--- config.mk ---
export PLATFORM = sky130hd
export DESIGN_NAME = ext_int_ctrl
export DESIGN_NICKNAME = d
export VERILOG_FILES = /design/src/hw/eic_pkg.sv /design/src/hw/ext_int_ctrl.sv /design/src/hw/pin_sync.sv /design/src/hw/axil_port.sv
export SDC_FILE = /design/constraint.sdc
export NUM_CORES = 1
export LEC_CHECK = 0
export BUFFER_PORTS_ARGS = -buffer_cell sky130_fd_sc_hd__buf_2
export CORE_MARGIN = 3
export CORE_UTILIZATION = 35
export CTS_BUF_LIST = sky130_fd_sc_hd__clkbuf_8
export DETAILED_ROUTE_END_ITERATION = 16
export SYNTH_ARGS = -nofsm -noshare
export SYNTH_HDL_FRONTEND = slang
export SYNTH_SLANG_ARGS = --single-unit
--- constraint.sdc ---
create_clock -name sys_clk -period 4.86 [get_ports sys_clk]
set_input_delay 0.486 -clock sys_clk [delete_from_list [all_inputs] [get_ports sys_clk]]
set_output_delay 0.486 -clock sys_clk [all_outputs]
set_load 0.005 [all_outputs]
--- src/hw/eic_pkg.sv ---
// Purpose: shared constants and types for the external interrupt control block
// Assumes: one 10 MHz clock, AXI4-Lite register access, 16-bit registers
// Notes:   status and mask registers share the control register's bit layout
package eic_pkg;

	// bus geometry
	localparam int ADDR_W = 8;
	localparam int DATA_W = 32;
	localparam int STRB_W = 4;
	localparam int REG_W = 16;
	localparam int LINES = 6;

	// register byte offsets
	localparam logic [ADDR_W-1:0] CTRL_OFS = 8'h00;
	localparam logic [ADDR_W-1:0] STAT_OFS = 8'h04;
	localparam logic [ADDR_W-1:0] MASK_OFS = 8'h08;

	// field positions; line k of the sense array is lines 0,1,2,3,6,7
	localparam int NMI_LEVEL_POS = 15;
	localparam int NMI_EDGE_POS = 8;
	localparam int NMI_STAT_POS = 8;
	localparam int SENSE_POS [LINES] = '{7, 6, 5, 4, 1, 0};

	// reset values and writable-bit masks
	localparam logic [REG_W-1:0] CTRL_RESET = 16'h0000;
	localparam logic [REG_W-1:0] CTRL_WR_MASK = 16'h01F3;
	localparam logic [REG_W-1:0] STAT_MASK = 16'h01F3;
	localparam logic [REG_W-1:0] STAT_RESET = 16'h0000;
	localparam logic [REG_W-1:0] MASK_RESET = 16'h0000;

	// idle level of the pins, so reset never fakes an edge
	localparam logic PIN_IDLE = 1'h1;

	// bus responses
	localparam logic [1:0] RESP_OKAY = 2'h0;
	localparam logic [1:0] RESP_SLVERR = 2'h2;

	// detection modes
	typedef enum logic {SENSE_LOW_LEVEL, SENSE_FALL_EDGE} sense_t;
	typedef enum logic {EDGE_FALLING, EDGE_RISING} edge_pol_t;

	// one accepted register write
	typedef struct packed {
		logic [ADDR_W-1:0] addr;
		logic [DATA_W-1:0] data;
		logic [STRB_W-1:0] strb;
	} wr_req_t;

endpackage

--- src/hw/ext_int_ctrl.sv ---
// Purpose: external interrupt control: NMI level readback, NMI edge choice,
//          IRQ line sense selection, NMI request pulses, line request pulses or levels and an event interrupt
// Assumes: one 10 MHz clock; pins are asynchronous and synchronised here
// Notes:   IRQ pins are active low; line k maps to lines 0,1,2,3,6,7
//
// How it works
// - Control bit 15 reads the present synchronised level of the NMI pin.
// - Bus writes never change bit 15; it only follows the pin.
// - Control bits 14 to 9, 3 and 2 always read as zero.
// - With the edge bit (8) at 0, the reset value, a falling NMI edge requests.
// - With the edge bit at 1, a rising NMI edge requests instead.
// - A line sense bit at 0 requests while the line is low, at 1 on a fall.
`timescale 1ns/1ps
`default_nettype none
module ext_int_ctrl
	import eic_pkg::*;
(
	// clock and reset
	input wire logic sys_clk,
	input wire logic rst_b,
	// AXI4-Lite write address
	input wire logic [ADDR_W-1:0] awaddr,
	input wire logic [2:0] awprot,
	input wire logic awvalid,
	output logic awready,
	// AXI4-Lite write data
	input wire logic [DATA_W-1:0] wdata,
	input wire logic [STRB_W-1:0] wstrb,
	input wire logic wvalid,
	output logic wready,
	// AXI4-Lite write response
	output logic [1:0] bresp,
	output logic bvalid,
	input wire logic bready,
	// AXI4-Lite read address
	input wire logic [ADDR_W-1:0] araddr,
	input wire logic [2:0] arprot,
	input wire logic arvalid,
	output logic arready,
	// AXI4-Lite read data
	output logic [DATA_W-1:0] rdata,
	output logic [1:0] rresp,
	output logic rvalid,
	input wire logic rready,
	// interrupt pins
	input wire logic nmi_pin,
	input wire logic [LINES-1:0] irq_pin_b,
	// requests towards the arbiter and the cpu
	output logic nmi_req,
	output logic [LINES-1:0] irq_req,
	output logic irq_out
);

	typedef struct packed {
		edge_pol_t nmi_edge_polarity;
		logic [LINES-1:0] sense;
		logic [REG_W-1:0] status;
		logic [REG_W-1:0] mask;
		logic nmi_req;
		logic [LINES-1:0] irq_req;
		logic irq_out;
	} ctrl_state_t;

	ctrl_state_t st_ff;
	ctrl_state_t nxt_st;

	wr_req_t wr_req;
	logic wr_fire;
	logic wr_err;
	logic [ADDR_W-1:0] rd_addr;
	logic rd_fire;
	logic [DATA_W-1:0] rd_data;
	logic rd_err;

	logic nmi_level;
	logic nmi_rose;
	logic nmi_fell;
	logic [LINES-1:0] irq_level;
	logic [LINES-1:0] irq_fell;

	logic [REG_W-1:0] ctrl_img;
	logic [REG_W-1:0] events;
	logic [REG_W-1:0] rd_clear;
	logic [REG_W-1:0] lane_mask;
	logic [REG_W-1:0] merged;
	logic [LINES-1:0] line_evt;
	logic nmi_evt;

	// protection bits carry no meaning for these registers
	logic prot_unused;
	assign prot_unused = ^{awprot, arprot};

	// bus front end
	axil_port u_port (
		.sys_clk(sys_clk),
		.rst_b(rst_b),
		.awaddr(awaddr),
		.awvalid(awvalid),
		.awready(awready),
		.wdata(wdata),
		.wstrb(wstrb),
		.wvalid(wvalid),
		.wready(wready),
		.bresp(bresp),
		.bvalid(bvalid),
		.bready(bready),
		.araddr(araddr),
		.arvalid(arvalid),
		.arready(arready),
		.rdata(rdata),
		.rresp(rresp),
		.rvalid(rvalid),
		.rready(rready),
		.wr_req(wr_req),
		.wr_fire(wr_fire),
		.wr_err(wr_err),
		.rd_addr(rd_addr),
		.rd_fire(rd_fire),
		.rd_data(rd_data),
		.rd_err(rd_err)
	);

	// pins cross into the clock domain before any detection
	pin_sync u_nmi_sync (
		.sys_clk(sys_clk),
		.rst_b(rst_b),
		.pin(nmi_pin),
		.level(nmi_level),
		.rose(nmi_rose),
		.fell(nmi_fell)
	);

	for (genvar k = 0; k < LINES; k++)
	begin : g_line
		pin_sync u_line_sync (
			.sys_clk(sys_clk),
			.rst_b(rst_b),
			.pin(irq_pin_b[k]),
			.level(irq_level[k]),
			.rose(),
			.fell(irq_fell[k])
		);
	end

	// control image; unlisted bits stay zero
	always_comb
	begin
		ctrl_img = '0;
		ctrl_img[NMI_LEVEL_POS] = nmi_level;
		ctrl_img[NMI_EDGE_POS] = st_ff.nmi_edge_polarity;
		for (int k = 0; k < LINES; k++)
			ctrl_img[SENSE_POS[k]] = st_ff.sense[k];
	end

	// read decode; unmapped words answer SLVERR with zero data
	always_comb
	begin
		rd_data = '0;
		rd_err = 1'h0;
		unique case ({rd_addr[ADDR_W-1:2], 2'h0})
			CTRL_OFS: rd_data[REG_W-1:0] = ctrl_img;
			STAT_OFS: rd_data[REG_W-1:0] = st_ff.status;
			MASK_OFS: rd_data[REG_W-1:0] = st_ff.mask;
			default: rd_err = 1'h1;
		endcase
	end

	// write decode is checked before the write is committed
	always_comb
	begin
		unique case ({wr_req.addr[ADDR_W-1:2], 2'h0})
			CTRL_OFS, STAT_OFS, MASK_OFS: wr_err = 1'h0;
			default: wr_err = 1'h1;
		endcase
	end

	// detection, events and register updates
	always_comb
	begin
		nxt_st = st_ff;
		// the edge bit picks which transition counts
		if (st_ff.nmi_edge_polarity == EDGE_RISING)
			nmi_evt = nmi_rose;
		else
			nmi_evt = nmi_fell;
		// level mode repeats every cycle the line is low
		for (int k = 0; k < LINES; k++)
		begin
			if (sense_t'(st_ff.sense[k]) == SENSE_FALL_EDGE)
				line_evt[k] = irq_fell[k];
			else
				line_evt[k] = ~irq_level[k];
		end
		nxt_st.nmi_req = nmi_evt;
		nxt_st.irq_req = line_evt;
		// events share the control layout in the status register
		events = '0;
		events[NMI_STAT_POS] = nmi_evt;
		for (int k = 0; k < LINES; k++)
			events[SENSE_POS[k]] = line_evt[k];
		// a status read clears, but an event in the same cycle survives
		rd_clear = '0;
		if (rd_fire && {rd_addr[ADDR_W-1:2], 2'h0} == STAT_OFS)
			rd_clear = STAT_MASK;
		nxt_st.status = ((st_ff.status & ~rd_clear) | events) & STAT_MASK;
		// byte lanes 0 and 1 cover the 16-bit registers
		lane_mask = {{8{wr_req.strb[1]}}, {8{wr_req.strb[0]}}};
		merged = '0;
		if (wr_fire)
		begin
			unique case ({wr_req.addr[ADDR_W-1:2], 2'h0})
				CTRL_OFS:
				begin
					// level and unused bits are masked off; zeros expected there
					merged = (ctrl_img & ~lane_mask)
						| (wr_req.data[REG_W-1:0] & lane_mask);
					merged = merged & CTRL_WR_MASK;
					nxt_st.nmi_edge_polarity =
						edge_pol_t'(merged[NMI_EDGE_POS]);
					for (int k = 0; k < LINES; k++)
						nxt_st.sense[k] = merged[SENSE_POS[k]];
				end
				MASK_OFS:
				begin
					merged = (st_ff.mask & ~lane_mask)
						| (wr_req.data[REG_W-1:0] & lane_mask);
					nxt_st.mask = merged & STAT_MASK;
				end
				default: merged = '0;
			endcase
		end
		// level output, high while any unmasked status bit is set
		nxt_st.irq_out = |(nxt_st.status & nxt_st.mask);
	end

	// single state register; edge, status and mask reset values come from the package
	always_ff @(posedge sys_clk or negedge rst_b)
	begin
		if (!rst_b)
		begin
			st_ff.nmi_edge_polarity <= edge_pol_t'(CTRL_RESET[NMI_EDGE_POS]);
			st_ff.sense <= '0;
			st_ff.status <= STAT_RESET;
			st_ff.mask <= MASK_RESET;
			st_ff.nmi_req <= 1'h0;
			st_ff.irq_req <= '0;
			st_ff.irq_out <= 1'h0;
		end
		else
			st_ff <= nxt_st;
	end

	assign nmi_req = st_ff.nmi_req;
	assign irq_req = st_ff.irq_req;
	assign irq_out = st_ff.irq_out;

endmodule
`default_nettype wire

--- src/hw/pin_sync.sv ---
// Purpose: two-flop synchroniser with edge detection for one pin
// Assumes: pin may change at any time relative to sys_clk
// Notes:   the meta stage feeds only the sync stage
`timescale 1ns/1ps
`default_nettype none
module pin_sync
	import eic_pkg::*;
#(
	parameter logic IDLE = PIN_IDLE
)
(
	// clock and reset
	input wire logic sys_clk,
	input wire logic rst_b,
	// pin and its views
	input wire logic pin,
	output logic level,
	output logic rose,
	output logic fell
);

	typedef struct packed {
		logic meta;
		logic sync;
		logic last;
	} sync_state_t;

	sync_state_t st_ff;
	sync_state_t nxt_st;

	// shift the pin through; edges compare two settled stages
	always_comb
	begin
		nxt_st = st_ff;
		nxt_st.meta = pin;
		nxt_st.sync = st_ff.meta;
		nxt_st.last = st_ff.sync;
	end

	always_ff @(posedge sys_clk or negedge rst_b)
	begin
		if (!rst_b)
			st_ff <= '{IDLE, IDLE, IDLE};
		else
			st_ff <= nxt_st;
	end

	assign level = st_ff.sync;
	assign rose = st_ff.sync & ~st_ff.last;
	assign fell = ~st_ff.sync & st_ff.last;

endmodule
`default_nettype wire

--- src/hw/axil_port.sv ---
// Purpose: AXI4-Lite slave front end, one write and one read in flight
// Assumes: the owner decodes addresses combinationally
// Notes:   write lands one cycle after bvalid rises; read data two after ar
`timescale 1ns/1ps
`default_nettype none
module axil_port
	import eic_pkg::*;
(
	// clock and reset
	input wire logic sys_clk,
	input wire logic rst_b,
	// write address and data
	input wire logic [ADDR_W-1:0] awaddr,
	input wire logic awvalid,
	output logic awready,
	input wire logic [DATA_W-1:0] wdata,
	input wire logic [STRB_W-1:0] wstrb,
	input wire logic wvalid,
	output logic wready,
	// write response
	output logic [1:0] bresp,
	output logic bvalid,
	input wire logic bready,
	// read
	input wire logic [ADDR_W-1:0] araddr,
	input wire logic arvalid,
	output logic arready,
	output logic [DATA_W-1:0] rdata,
	output logic [1:0] rresp,
	output logic rvalid,
	input wire logic rready,
	// owner side
	output wr_req_t wr_req,
	output logic wr_fire,
	input wire logic wr_err,
	output logic [ADDR_W-1:0] rd_addr,
	output logic rd_fire,
	input wire logic [DATA_W-1:0] rd_data,
	input wire logic rd_err
);

	typedef struct packed {
		logic aw_have;
		logic w_have;
		logic awready;
		logic wready;
		wr_req_t req;
		logic wr_fire;
		logic bvalid;
		logic [1:0] bresp;
		logic ar_have;
		logic arready;
		logic [ADDR_W-1:0] raddr;
		logic rd_fire;
		logic rvalid;
		logic [DATA_W-1:0] rdata;
		logic [1:0] rresp;
	} port_state_t;

	port_state_t st_ff;
	port_state_t nxt_st;

	// address and data are taken in either order, answered once both held
	always_comb
	begin
		nxt_st = st_ff;
		nxt_st.wr_fire = 1'h0;
		nxt_st.rd_fire = 1'h0;
		if (awvalid && st_ff.awready)
		begin
			nxt_st.aw_have = 1'h1;
			nxt_st.req.addr = awaddr;
		end
		if (wvalid && st_ff.wready)
		begin
			nxt_st.w_have = 1'h1;
			nxt_st.req.data = wdata;
			nxt_st.req.strb = wstrb;
		end
		if (st_ff.aw_have && st_ff.w_have && !st_ff.bvalid)
		begin
			nxt_st.bvalid = 1'h1;
			nxt_st.wr_fire = !wr_err;
			nxt_st.bresp = wr_err ? RESP_SLVERR : RESP_OKAY;
		end
		if (st_ff.bvalid && bready)
		begin
			nxt_st.bvalid = 1'h0;
			nxt_st.aw_have = 1'h0;
			nxt_st.w_have = 1'h0;
		end
		// readies stay low while a write is held, so nothing is dropped
		nxt_st.awready = !nxt_st.aw_have;
		nxt_st.wready = !nxt_st.w_have;
		if (arvalid && st_ff.arready)
		begin
			nxt_st.ar_have = 1'h1;
			nxt_st.raddr = araddr;
			nxt_st.rd_fire = 1'h1;
		end
		if (st_ff.rd_fire)
		begin
			nxt_st.rvalid = 1'h1;
			nxt_st.rdata = rd_data;
			nxt_st.rresp = rd_err ? RESP_SLVERR : RESP_OKAY;
		end
		if (st_ff.rvalid && rready)
		begin
			nxt_st.rvalid = 1'h0;
			nxt_st.ar_have = 1'h0;
		end
		nxt_st.arready = !nxt_st.ar_have;
	end

	always_ff @(posedge sys_clk or negedge rst_b)
	begin
		if (!rst_b)
			st_ff <= '0;
		else
			st_ff <= nxt_st;
	end

	assign awready = st_ff.awready;
	assign wready = st_ff.wready;
	assign bvalid = st_ff.bvalid;
	assign bresp = st_ff.bresp;
	assign arready = st_ff.arready;
	assign rvalid = st_ff.rvalid;
	assign rdata = st_ff.rdata;
	assign rresp = st_ff.rresp;
	assign wr_req = st_ff.req;
	assign wr_fire = st_ff.wr_fire;
	assign rd_addr = st_ff.raddr;
	assign rd_fire = st_ff.rd_fire;

endmodule
`default_nettype wire

==> results of run 1 <==
[registers in the layout, summed over array words and instances, names as in the netlist, 3 cells and up, named ones only]
| register | flops |
|---|---|
| u_port.rdata | 8 |
| g_line.u_line_sync.nxt_st | 6 |
| g_line.u_line_sync.st_ff | 6 |
| g_line.u_line_sync.level | 6 |
| u_port.st_ff | 3 |
| st_ff | 14 |
| u_port.rd_addr | 6 |
| irq_req | 6 |
| u_port.wr_req | 15 |
[path summary, 6_finish.rpt]
| check | start | to | slack, ns | cells after the start |
|---|---|---|---|---|
| worst min register to register | g_line[1].u_line_sync.nxt_st[1]$_DFF_PN1_ | g_line[1].u_line_sync.level$_DFF_PN1_ | 0.36 | 0 |
| worst min-delay path | rst_b | u_port.wr_req[43]$_DFFE_PN0P_ | 0.09 | 1 |
| max in group asynchronous | rst_b | st_ff[15]$_DFF_PN0_ | 3.78 | 2 |
| worst max-delay path | u_port.rd_addr[2]$_DFFE_PN0P_ | irq_out$_DFF_PN0_ | 2.62 | 5 |
| worst max register to register | u_port.rd_addr[2]$_DFFE_PN0P_ | irq_out$_DFF_PN0_ | 2.62 | 5 |
| min in group sys_clk | irq_pin_b[4] | g_line[4].u_line_sync.nxt_st[1]$_DFF_PN1_ | 0.21 | 1 |
[cells by family after synthesis]
logic type             Yosys count  share of synthesized area
DFF                             91                      0.637
muxes                           42                      0.129
buffers and inverters           66                      0.112
AOI/OAI and AO/OA               39                     0.0664
and+or+nand+nor                 37                     0.0543
other                            1                    0.00104
[final cells by class]
type / count / area, um2 / area share
Timing Repair Buffer: 58 / 295 / 0.0730
Sequential cell: 91 / 2300 / 0.569
Clock inverter: 7 / 78.8 / 0.0195
Tap cell: 133 / 166 / 0.0411
Multi-Input combinational cell: 144 / 1000 / 0.248
Inverter: 20 / 75.1 / 0.0186
Clock buffer: 9 / 124 / 0.0306
[through the flow]
step | setup slack (ns) | std cells
2_1_floorplan | 3.08 | 301
3_3_place_gp | 2.61 | 446
3_5_place_dp | 2.58 | 446
4_1_cts | 2.56 | 462
5_1_grt | 2.42 | 462
6_report | 2.62 | 462
[power by group through the flow]
stage / Clock (W) / Combinational, W / Sequential [W]
floorplan: 0 / 0.000327 / 0.00102
detailed placement: 0 / 0.000375 / 0.00109
global placement: 0 / 0.000364 / 0.00108
CTS: 0.000527 / 0.000377 / 0.00108
finish: 0.000514 / 0.000369 / 0.00107
global route: 0.000561 / 0.000422 / 0.00110
[metal layers]
| metal | global-route usage | up-vias |
|---|---|---|
| met4 | 0.0352 | 0 |
| met2 | 0.185 | 80 |
| met1 | 0.151 | 983 |
| met5 | 0 | - |
| met3 | 0.0504 | 4 |
| li1 | - | 955 |
[critical path: cells and delay by family, from the launching register on]
kind               cells  cell delay, ns
and+or+nand+nor        3            0.69
AOI/OAI and AO/OA      2            0.70
DFF                    1            0.72
[cell usage in the layout (no fill, tap or decap), drive strengths merged, types with 2 or more instances in the layout]
cell      netlist  routed
nand4           3       3
a21o            7       7
conb            1      26
inv            20      20
nand2          10      10
mux2           35      35
dfrtp          70      70
a22oi           2       2
mux2i           7       7
buf            42      58
o22ai           9       9
nand3           2       2
clkbuf          4       9
o21ai           3       3
nor2b           3       3
clkinv          0       3
clkinvlp        0       3
dfstp          21      21
a21oi          15      15
nor2           15      15
==> flow_summary.json, run 1 <==
{
  "stdcell_area_um2": 4050,
  "worst_setup_path_start_kind": "flop",
  "start_util": 0.365,
  "intPower_w": 0.00136,
  "via_per_inst": 4.38,
  "cp_max_fo": 12,
  "p_total_w": 0.00196,
  "hold_viol": 0,
  "crit_required_ns": 5.08,
  "post_dp_cell_area_um2": 3840,
  "die_w_um": 108,
  "synth_edf_count": 0,
  "vias": 2022,
  "root_buffer": "clkbuf_8",
  "crit_path_top_delay_cell": "dfrtp_1",
  "syn_area_per_cell_um2": 13.1,
  "max_slew_margin": 0.609,
  "wl_met2_um": 2990,
  "row_count": 36,
  "rsz0062_at_grt": "no",
  "power_switching_w": 0.000594,
  "ys_types": 28,
  "power.density_nw_per_um2": 484,
  "synthArstFlopShare": 1.00,
  "grt_pass1_vias": 2087,
  "synth-seq-cells": 91,
  "cts_buffers": 9,
  "syn_area_um2": 3620,
  "yosys_warnings": 0,
  "place_congestion": 0.736,
  "antenna_found_initial": 0,
  "hpwl_um": 4440,
  "synth_most_common_cell": "dfrtp_1",
  "drv_slew": 0,
  "io_buffers": 57,
  "yosysTopAreaCell": "dfrtp_1",
  "end_kind": "flop",
  "cpPeakStageDelay_ns": 0.72,
  "drtPass1Iterations": 4,
  "core_um2": 9910,
  "grt_pass1_wl_um": 10500,
  "clock_power_share": 0.263,
  "leakagePower_nw": 1.91,
  "synth_ff_type": "dfrtp_1",
  "wirelength_um": 6370,
  "status": "finished clean",
  "ys_top_cells_by_count": "dfrtp_1 (70), buf_4 (42), mux2_2 (34)",
  "cts.repair.resized": 0,
  "fin_crit_sh": 0.461,
  "hold_buffers": 0,
  "path_clk_slew_ns": 0.10,
  "hold_class": "input pin to async pin",
  "hold_slack_ns": 0.0881,
  "post_cts_buffers": 0,
  "drc": 0,
  "clk_path_buf_depth": 2,
  "vdd_drop_max_mv": 0.238,
  "drt_iter0_markers": 86,
  "die_area_um2": 11600,
  "setup_viol": 0,
  "synth-seq-area-share": 0.637,
  "yosys.area.top_type_share": 0.484,
  "ios": 121,
  "power_frac_comb": 0.188,
  "area_growth_pct": 11.8,
  "fin_nets": 396,
  "switching_share": 0.304,
  "p_seq_frac": 0.549,
  "synth_cells": 276,
  "die_height_um": 108,
  "setup_tns_ns": 0,
  "drive_gt1_frac": 0.404,
  "critPathArrivalTime_ns": 2.46,
  "fmax_mhz": 446,
  "cts.sink_count": 91,
  "highest_layer": "met4",
  "routedWlPerCell_um": 13.8,
  "path_class": "flop to flop",
  "grt_max_degree": 50,
  "period_minus_slack_ns": 2.24,
  "utilization": 0.408,
  "clock_latency_ns": 0.36,
  "maxCapViolCount": 0,
  "htreeDepth": 3,
  "met1_length_um": 2830,
  "ant_nets": 0,
  "path_cells": "nor2b_1 > nand4_1 > a21o_2 > a222oi_1 > nand3_1",
  "dr_wl_met3_um": 504,
  "grt.overflow.total": 0,
  "diodes": 0,
  "synth_area_leaders": "dfrtp_1 (48%), dfstp_2 (15%), mux2_2 (11%)",
  "worst_pin_slew_ns": 0.587,
  "cts_tree": "built",
  "grt_use_total": 0.119,
  "fillers": 967,
  "fin_skew_ns": 0.0153
}
(Power assumes the default switching activity.)
==> run 2: changes to the inputs <==
==> constraint.sdc (replaced) <==
create_clock -name sys_clk -period 2.3 [get_ports sys_clk]
set_input_delay 0.23 -clock sys_clk [delete_from_list [all_inputs] [get_ports sys_clk]]
set_output_delay 0.23 -clock sys_clk [all_outputs]
set_load 0.005 [all_outputs]
==> flow_summary.json, run 2 (synthesis results as in run 1) <==
{
  "grt_pass1_wl_um": 10700,
  "drtPass1Iterations": 4,
  "die_area_um2": 11600,
  "maxCapViolCount": 0,
  "vdd_drop_max_mv": 0.646,
  "regToRegSetupSlack_ns": 0.30,
  "post_cts_buffers": 0,
  "io_buffers": 57,
  "period_minus_slack_ns": 2.00,
  "cts_buffers": 9,
  "highest_layer": "met4",
  "leakagePower_nw": 1.99,
  "critPathArrivalTime_ns": 2.22,
  "hold_class": "input pin to flop",
  "clock_latency_ns": 0.36,
  "drv_slew": 0,
  "crit_path_top_delay_cell": "nor4_4",
  "row_count": 36,
  "setup_viol": 0,
  "grt_use_total": 0.120,
  "cts.sink_count": 91,
  "utilization": 0.422,
  "grt_pass1_vias": 2145,
  "critPathBufInv": 0,
  "wl_met2_um": 2850,
  "antenna_found_initial": 0,
  "r2r_start": "u_port.wr_req[41]$_DFFE_PN0P_",
  "setup_tns_ns": 0,
  "largest_reg_flops": 15,
  "routedWlPerCell_um": 13.3,
  "power.density_nw_per_um2": 1010,
  "fillers": 970,
  "cts_tree": "built",
  "rsz0062_at_grt": "no",
  "worst_pin_slew_ns": 0.562,
  "r2r_end": "irq_out$_DFF_PN0_",
  "path_clk_slew_ns": 0.09,
  "hpwl_um": 4400,
  "drt_iter0_markers": 69,
  "die_w_um": 108,
  "hold_viol": 0,
  "fin_nets": 408,
  "cp_max_fo": 6,
  "dr_wl_met3_um": 510,
  "path_cells": "nor4_4 > nand4_4 > mux2_4 > a222oi_1 > nand3_1",
  "drc": 0,
  "end_kind": "flop",
  "wirelength_um": 6310,
  "via_per_inst": 4.32,
  "die_height_um": 108,
  "ant_nets": 0,
  "max_slew_margin": 0.625,
  "final_cell_mix": "dfrtp_1 (70), buf_2 (56), mux2_2 (34)",
  "status": "finished clean",
  "grt.overflow.total": 0,
  "diodes": 0,
  "crit_required_ns": 2.52,
  "cpPeakStageDelay_ns": 0.42,
  "place_congestion": 0.752,
  "fin_crit_sh": 0.872,
  "ios": 121,
  "path_depth": 5,
  "fin_skew_ns": 0.0166,
  "r2r_cells": 5,
  "drive_gt1_frac": 0.390,
  "grt_max_degree": 50,
  "htreeDepth": 3,
  "area_growth_pct": 15.5,
  "layout_commonest_cell": "dfrtp_1",
  "holdPathStages": 2,
  "fmax_mhz": 499,
  "root_buffer": "clkbuf_8",
  "cp_top_family": "simple AND/OR/NAND/NOR gates",
  "hold_end": "u_port.bvalid$_DFFE_PN0P_",
  "worst_setup_path_start_kind": "flop",
  "path_class": "flop to flop",
  "met1_length_um": 2880,
  "start_util": 0.365,
  "vias": 2049,
  "hp-start": "bready",
  "core_um2": 9910,
  "clk_path_buf_depth": 2
}
## run 2: cell count changes in the layout (fill, tap and decap cells not counted), moves of 3 or more
cell and delta:
buf_4 +3, clkinvlp_4 -3, clkinv_4 -3, dlygate4sd3_1 +8, inv_1 +4
## run 2: routing by layer
metal,vias up,global-route usage
li1,985,-
met1,984,0.157
met2,71,0.185
met3,9,0.0522
met4,0,0.0298
met5,-,0
## run 2: what timing repair did
action	CTS	global route
gates resized for setup	0	0
endpoints found under the setup margin	0	0
hold endpoints to repair	43	0
hold buffers	8	0
## run 2: metrics by stage
| stage | instance area, um2 | power [W] | instances | setup WS, ns | hold WS [ns] |
|---|---|---|---|---|---|
| finish | 4180 | 0.00423 | 474 | 0.295 | 0.0488 |
| global route | 4180 | 0.00453 | 474 | 0.184 | 0.0377 |
| CTS | 4180 | 0.00430 | 474 | 0.246 | 0.0317 |
| detailed placement | 3880 | 0.00313 | 450 | 0.261 | 0.264 |
| global placement | 3880 | 0.00310 | 450 | 0.300 | 0.256 |
| floorplan | 3710 | 0.00285 | 301 | 0.517 | -0.0656 |
## run 2: layout make-up
class | count | area [um2] | area share
inverters | 20 | 75.1 | 0.0180
clock inverters | 6 | 75.1 | 0.0180
well taps | 133 | 166 | 0.0398
repair buffers | 70 | 418 | 0.100
clock buffers | 10 | 138 | 0.0329
flip-flops and latches | 91 | 2300 | 0.551
multi-input cells | 144 | 1000 | 0.240
## run 2: power by group
group	internal (W)	switching [W]
clock network	0.000627	0.000514
registers	0.00195	0.000223
logic	0.000464	0.000453
total	0.00304	0.00119
## run 2: how the worst max path moves through the flow
stage / from / end
after floorplan: u_port.wr_req[41]$_DFFE_PN0P_ / irq_out$_DFF_PN0_
after global placement: u_port.wr_req[41]$_DFFE_PN0P_ / irq_out$_DFF_PN0_
after detailed placement: u_port.wr_req[41]$_DFFE_PN0P_ / irq_out$_DFF_PN0_
after CTS: u_port.wr_req[41]$_DFFE_PN0P_ / irq_out$_DFF_PN0_
after global routing: u_port.wr_req[41]$_DFFE_PN0P_ / irq_out$_DFF_PN0_
final: u_port.wr_req[41]$_DFFE_PN0P_ / irq_out$_DFF_PN0_
==> run 3: changes to the inputs <==
--- a/config.mk
+++ b/config.mk
@@ -10,6 +10,7 @@
 export CORE_UTILIZATION = 35
 export CTS_BUF_LIST = sky130_fd_sc_hd__clkbuf_8
 export DETAILED_ROUTE_END_ITERATION = 16
+export RECOVER_POWER = 50
 export SYNTH_ARGS = -nofsm -noshare
 export SYNTH_HDL_FRONTEND = slang
 export SYNTH_SLANG_ARGS = --single-unit
==> flow_summary.json, run 3 (synthesis results as in run 1) <==
{
  "status": "finished clean",
  "setup_slack_ns": 0.294,
  "core_um2": 9910,
  "max_slew_margin": 0.273,
  "cts.repair.resized": 0,
  "period_minus_slack_ns": 2.01,
  "rsz0062_at_grt": "no",
  "hold_viol": 0,
  "ios": 121,
  "largest_reg_flops": 15,
  "routedWlPerCell_um": 13.3,
  "clock_latency_ns": 0.36,
  "finalNonFillerCells": 474,
  "post_dp_cell_area_um2": 3880,
  "cp-startpoint": "u_port.wr_req[41]$_DFFE_PN0P_",
  "r2r_start": "u_port.wr_req[41]$_DFFE_PN0P_",
  "grt.overflow.total": 0,
  "row_count": 36,
  "setup_tns_ns": 0,
  "place_congestion": 0.752,
  "layout_commonest_cell": "dfrtp_1",
  "die_w_um": 108,
  "path_clk_slew_ns": 0.09,
  "leakagePower_nw": 1.95,
  "cp_max_fo": 6,
  "stdcell_area_um2": 4160,
  "grt_pass1_wl_um": 10700,
  "cts_buffers": 9,
  "diodes": 0,
  "fillers": 974,
  "drtPass1Iterations": 4,
  "grt_max_degree": 50,
  "hold_class": "input pin to flop",
  "vdd_drop_max_mv": 0.622,
  "die_height_um": 108,
  "worst_pin_slew_ns": 1.09,
  "maxCapViolCount": 0,
  "io_buffers": 57,
  "grt_pass1_vias": 2145,
  "cp_top_family": "simple AND/OR/NAND/NOR gates",
  "crit_path_top_delay_cell": "nor4_4",
  "final_cell_mix": "dfrtp_1 (70), buf_2 (45), mux2_2 (34)",
  "antenna_found_initial": 0,
  "htreeDepth": 3,
  "vias": 2062,
  "fin_nets": 408,
  "setup_viol": 0,
  "fin_skew_ns": 0.0145,
  "drive_gt1_frac": 0.343,
  "path_class": "flop to flop",
  "path_cells": "nor4_4 > nand4_4 > mux2_4 > a222oi_1 > nand3_1",
  "dp_cells": 450,
  "cts_tree": "built",
  "power.density_nw_per_um2": 1020,
  "drt_iter0_markers": 74,
  "die_area_um2": 11600,
  "start_util": 0.365,
  "hpwl_um": 4400,
  "fin_crit_sh": 0.872,
  "fmax_mhz": 498,
  "drv_slew": 0,
  "hp-start": "bready",
  "cts.sink_count": 91,
  "via_per_inst": 4.35,
  "p_total_w": 0.00422,
  "clk_path_buf_depth": 2,
  "place_ws_ns": 0.261,
  "critPathBufInv": 0,
  "drc": 0,
  "wirelength_um": 6330,
  "grt_use_total": 0.120,
  "critPathArrivalTime_ns": 2.23,
  "ant_nets": 0,
  "area_growth_pct": 14.9,
  "cpPeakStageDelay_ns": 0.42,
  "worst_setup_path_start_kind": "flop",
  "end_kind": "flop",
  "crit_required_ns": 2.52,
  "root_buffer": "clkbuf_8"
}
-- run 3: changes by cell type in the layout (fill, tap and decap cells not counted), sizes merged --
cell    previous run  this run
buf               62        51
clkbuf            10        21
-- run 3: timing repair --
item / 4_1_cts / 5_1_grt
hold buffers: 8 / 0
buffers inserted: 0 / 0
hold endpoints to repair: 43 / 0
-- run 3: power breakdown --
group	total (W)	internal, W	switching (W)
Combinational	0.000902	0.000449	0.000453
Sequential	0.00218	0.00195	0.000224
Clock	0.00114	0.000627	0.000518
Total	0.00422	0.00303	0.00120
-- run 3: metrics by stage --
step / hold slack (ns) / util
6_report: 0.0467 / 0.420
5_1_grt: 0.0377 / 0.420
4_1_cts: 0.0317 / 0.422
3_5_place_dp: 0.264 / 0.392
3_3_place_gp: 0.256 / 0.392
2_1_floorplan: -0.0656 / -
-- run 3: final cells by class --
| class | instances | area [um2] | share of cell area |
|---|---|---|---|
| timing repair buffer | 70 | 398 | 0.0957 |
| clock buffer | 10 | 138 | 0.0331 |
| multi-input combinational | 144 | 1000 | 0.241 |
| inverter | 20 | 75.1 | 0.0181 |
| sequential | 91 | 2300 | 0.554 |
| clock inverter | 6 | 75.1 | 0.0181 |
| tap | 133 | 166 | 0.0400 |
-- run 3: metal layers --
metal  track usage  part of all wire  vias to the layer above
met4        0.0298             0.010                        0
met5             0                 0                        -
li1              -                 -                      982
met3        0.0522             0.089                        7
met2         0.185              0.45                       78
met1         0.157              0.45                      995
-- run 3: final timing paths --
check	endpoint	slack, ns	cells after the start
min in group asynchronous	u_port.wr_req[39]$_DFFE_PN0P_	0.59	2
max reg2reg	irq_out$_DFF_PN0_	0.29	5
min reg2reg	g_line[5].u_line_sync.level$_DFF_PN1_	0.36	0
max in group asynchronous	g_line[3].u_line_sync.nxt_st[1]$_DFF_PN1_	0.84	3
min	u_port.bvalid$_DFFE_PN0P_	0.05	2
max	irq_out$_DFF_PN0_	0.29	5
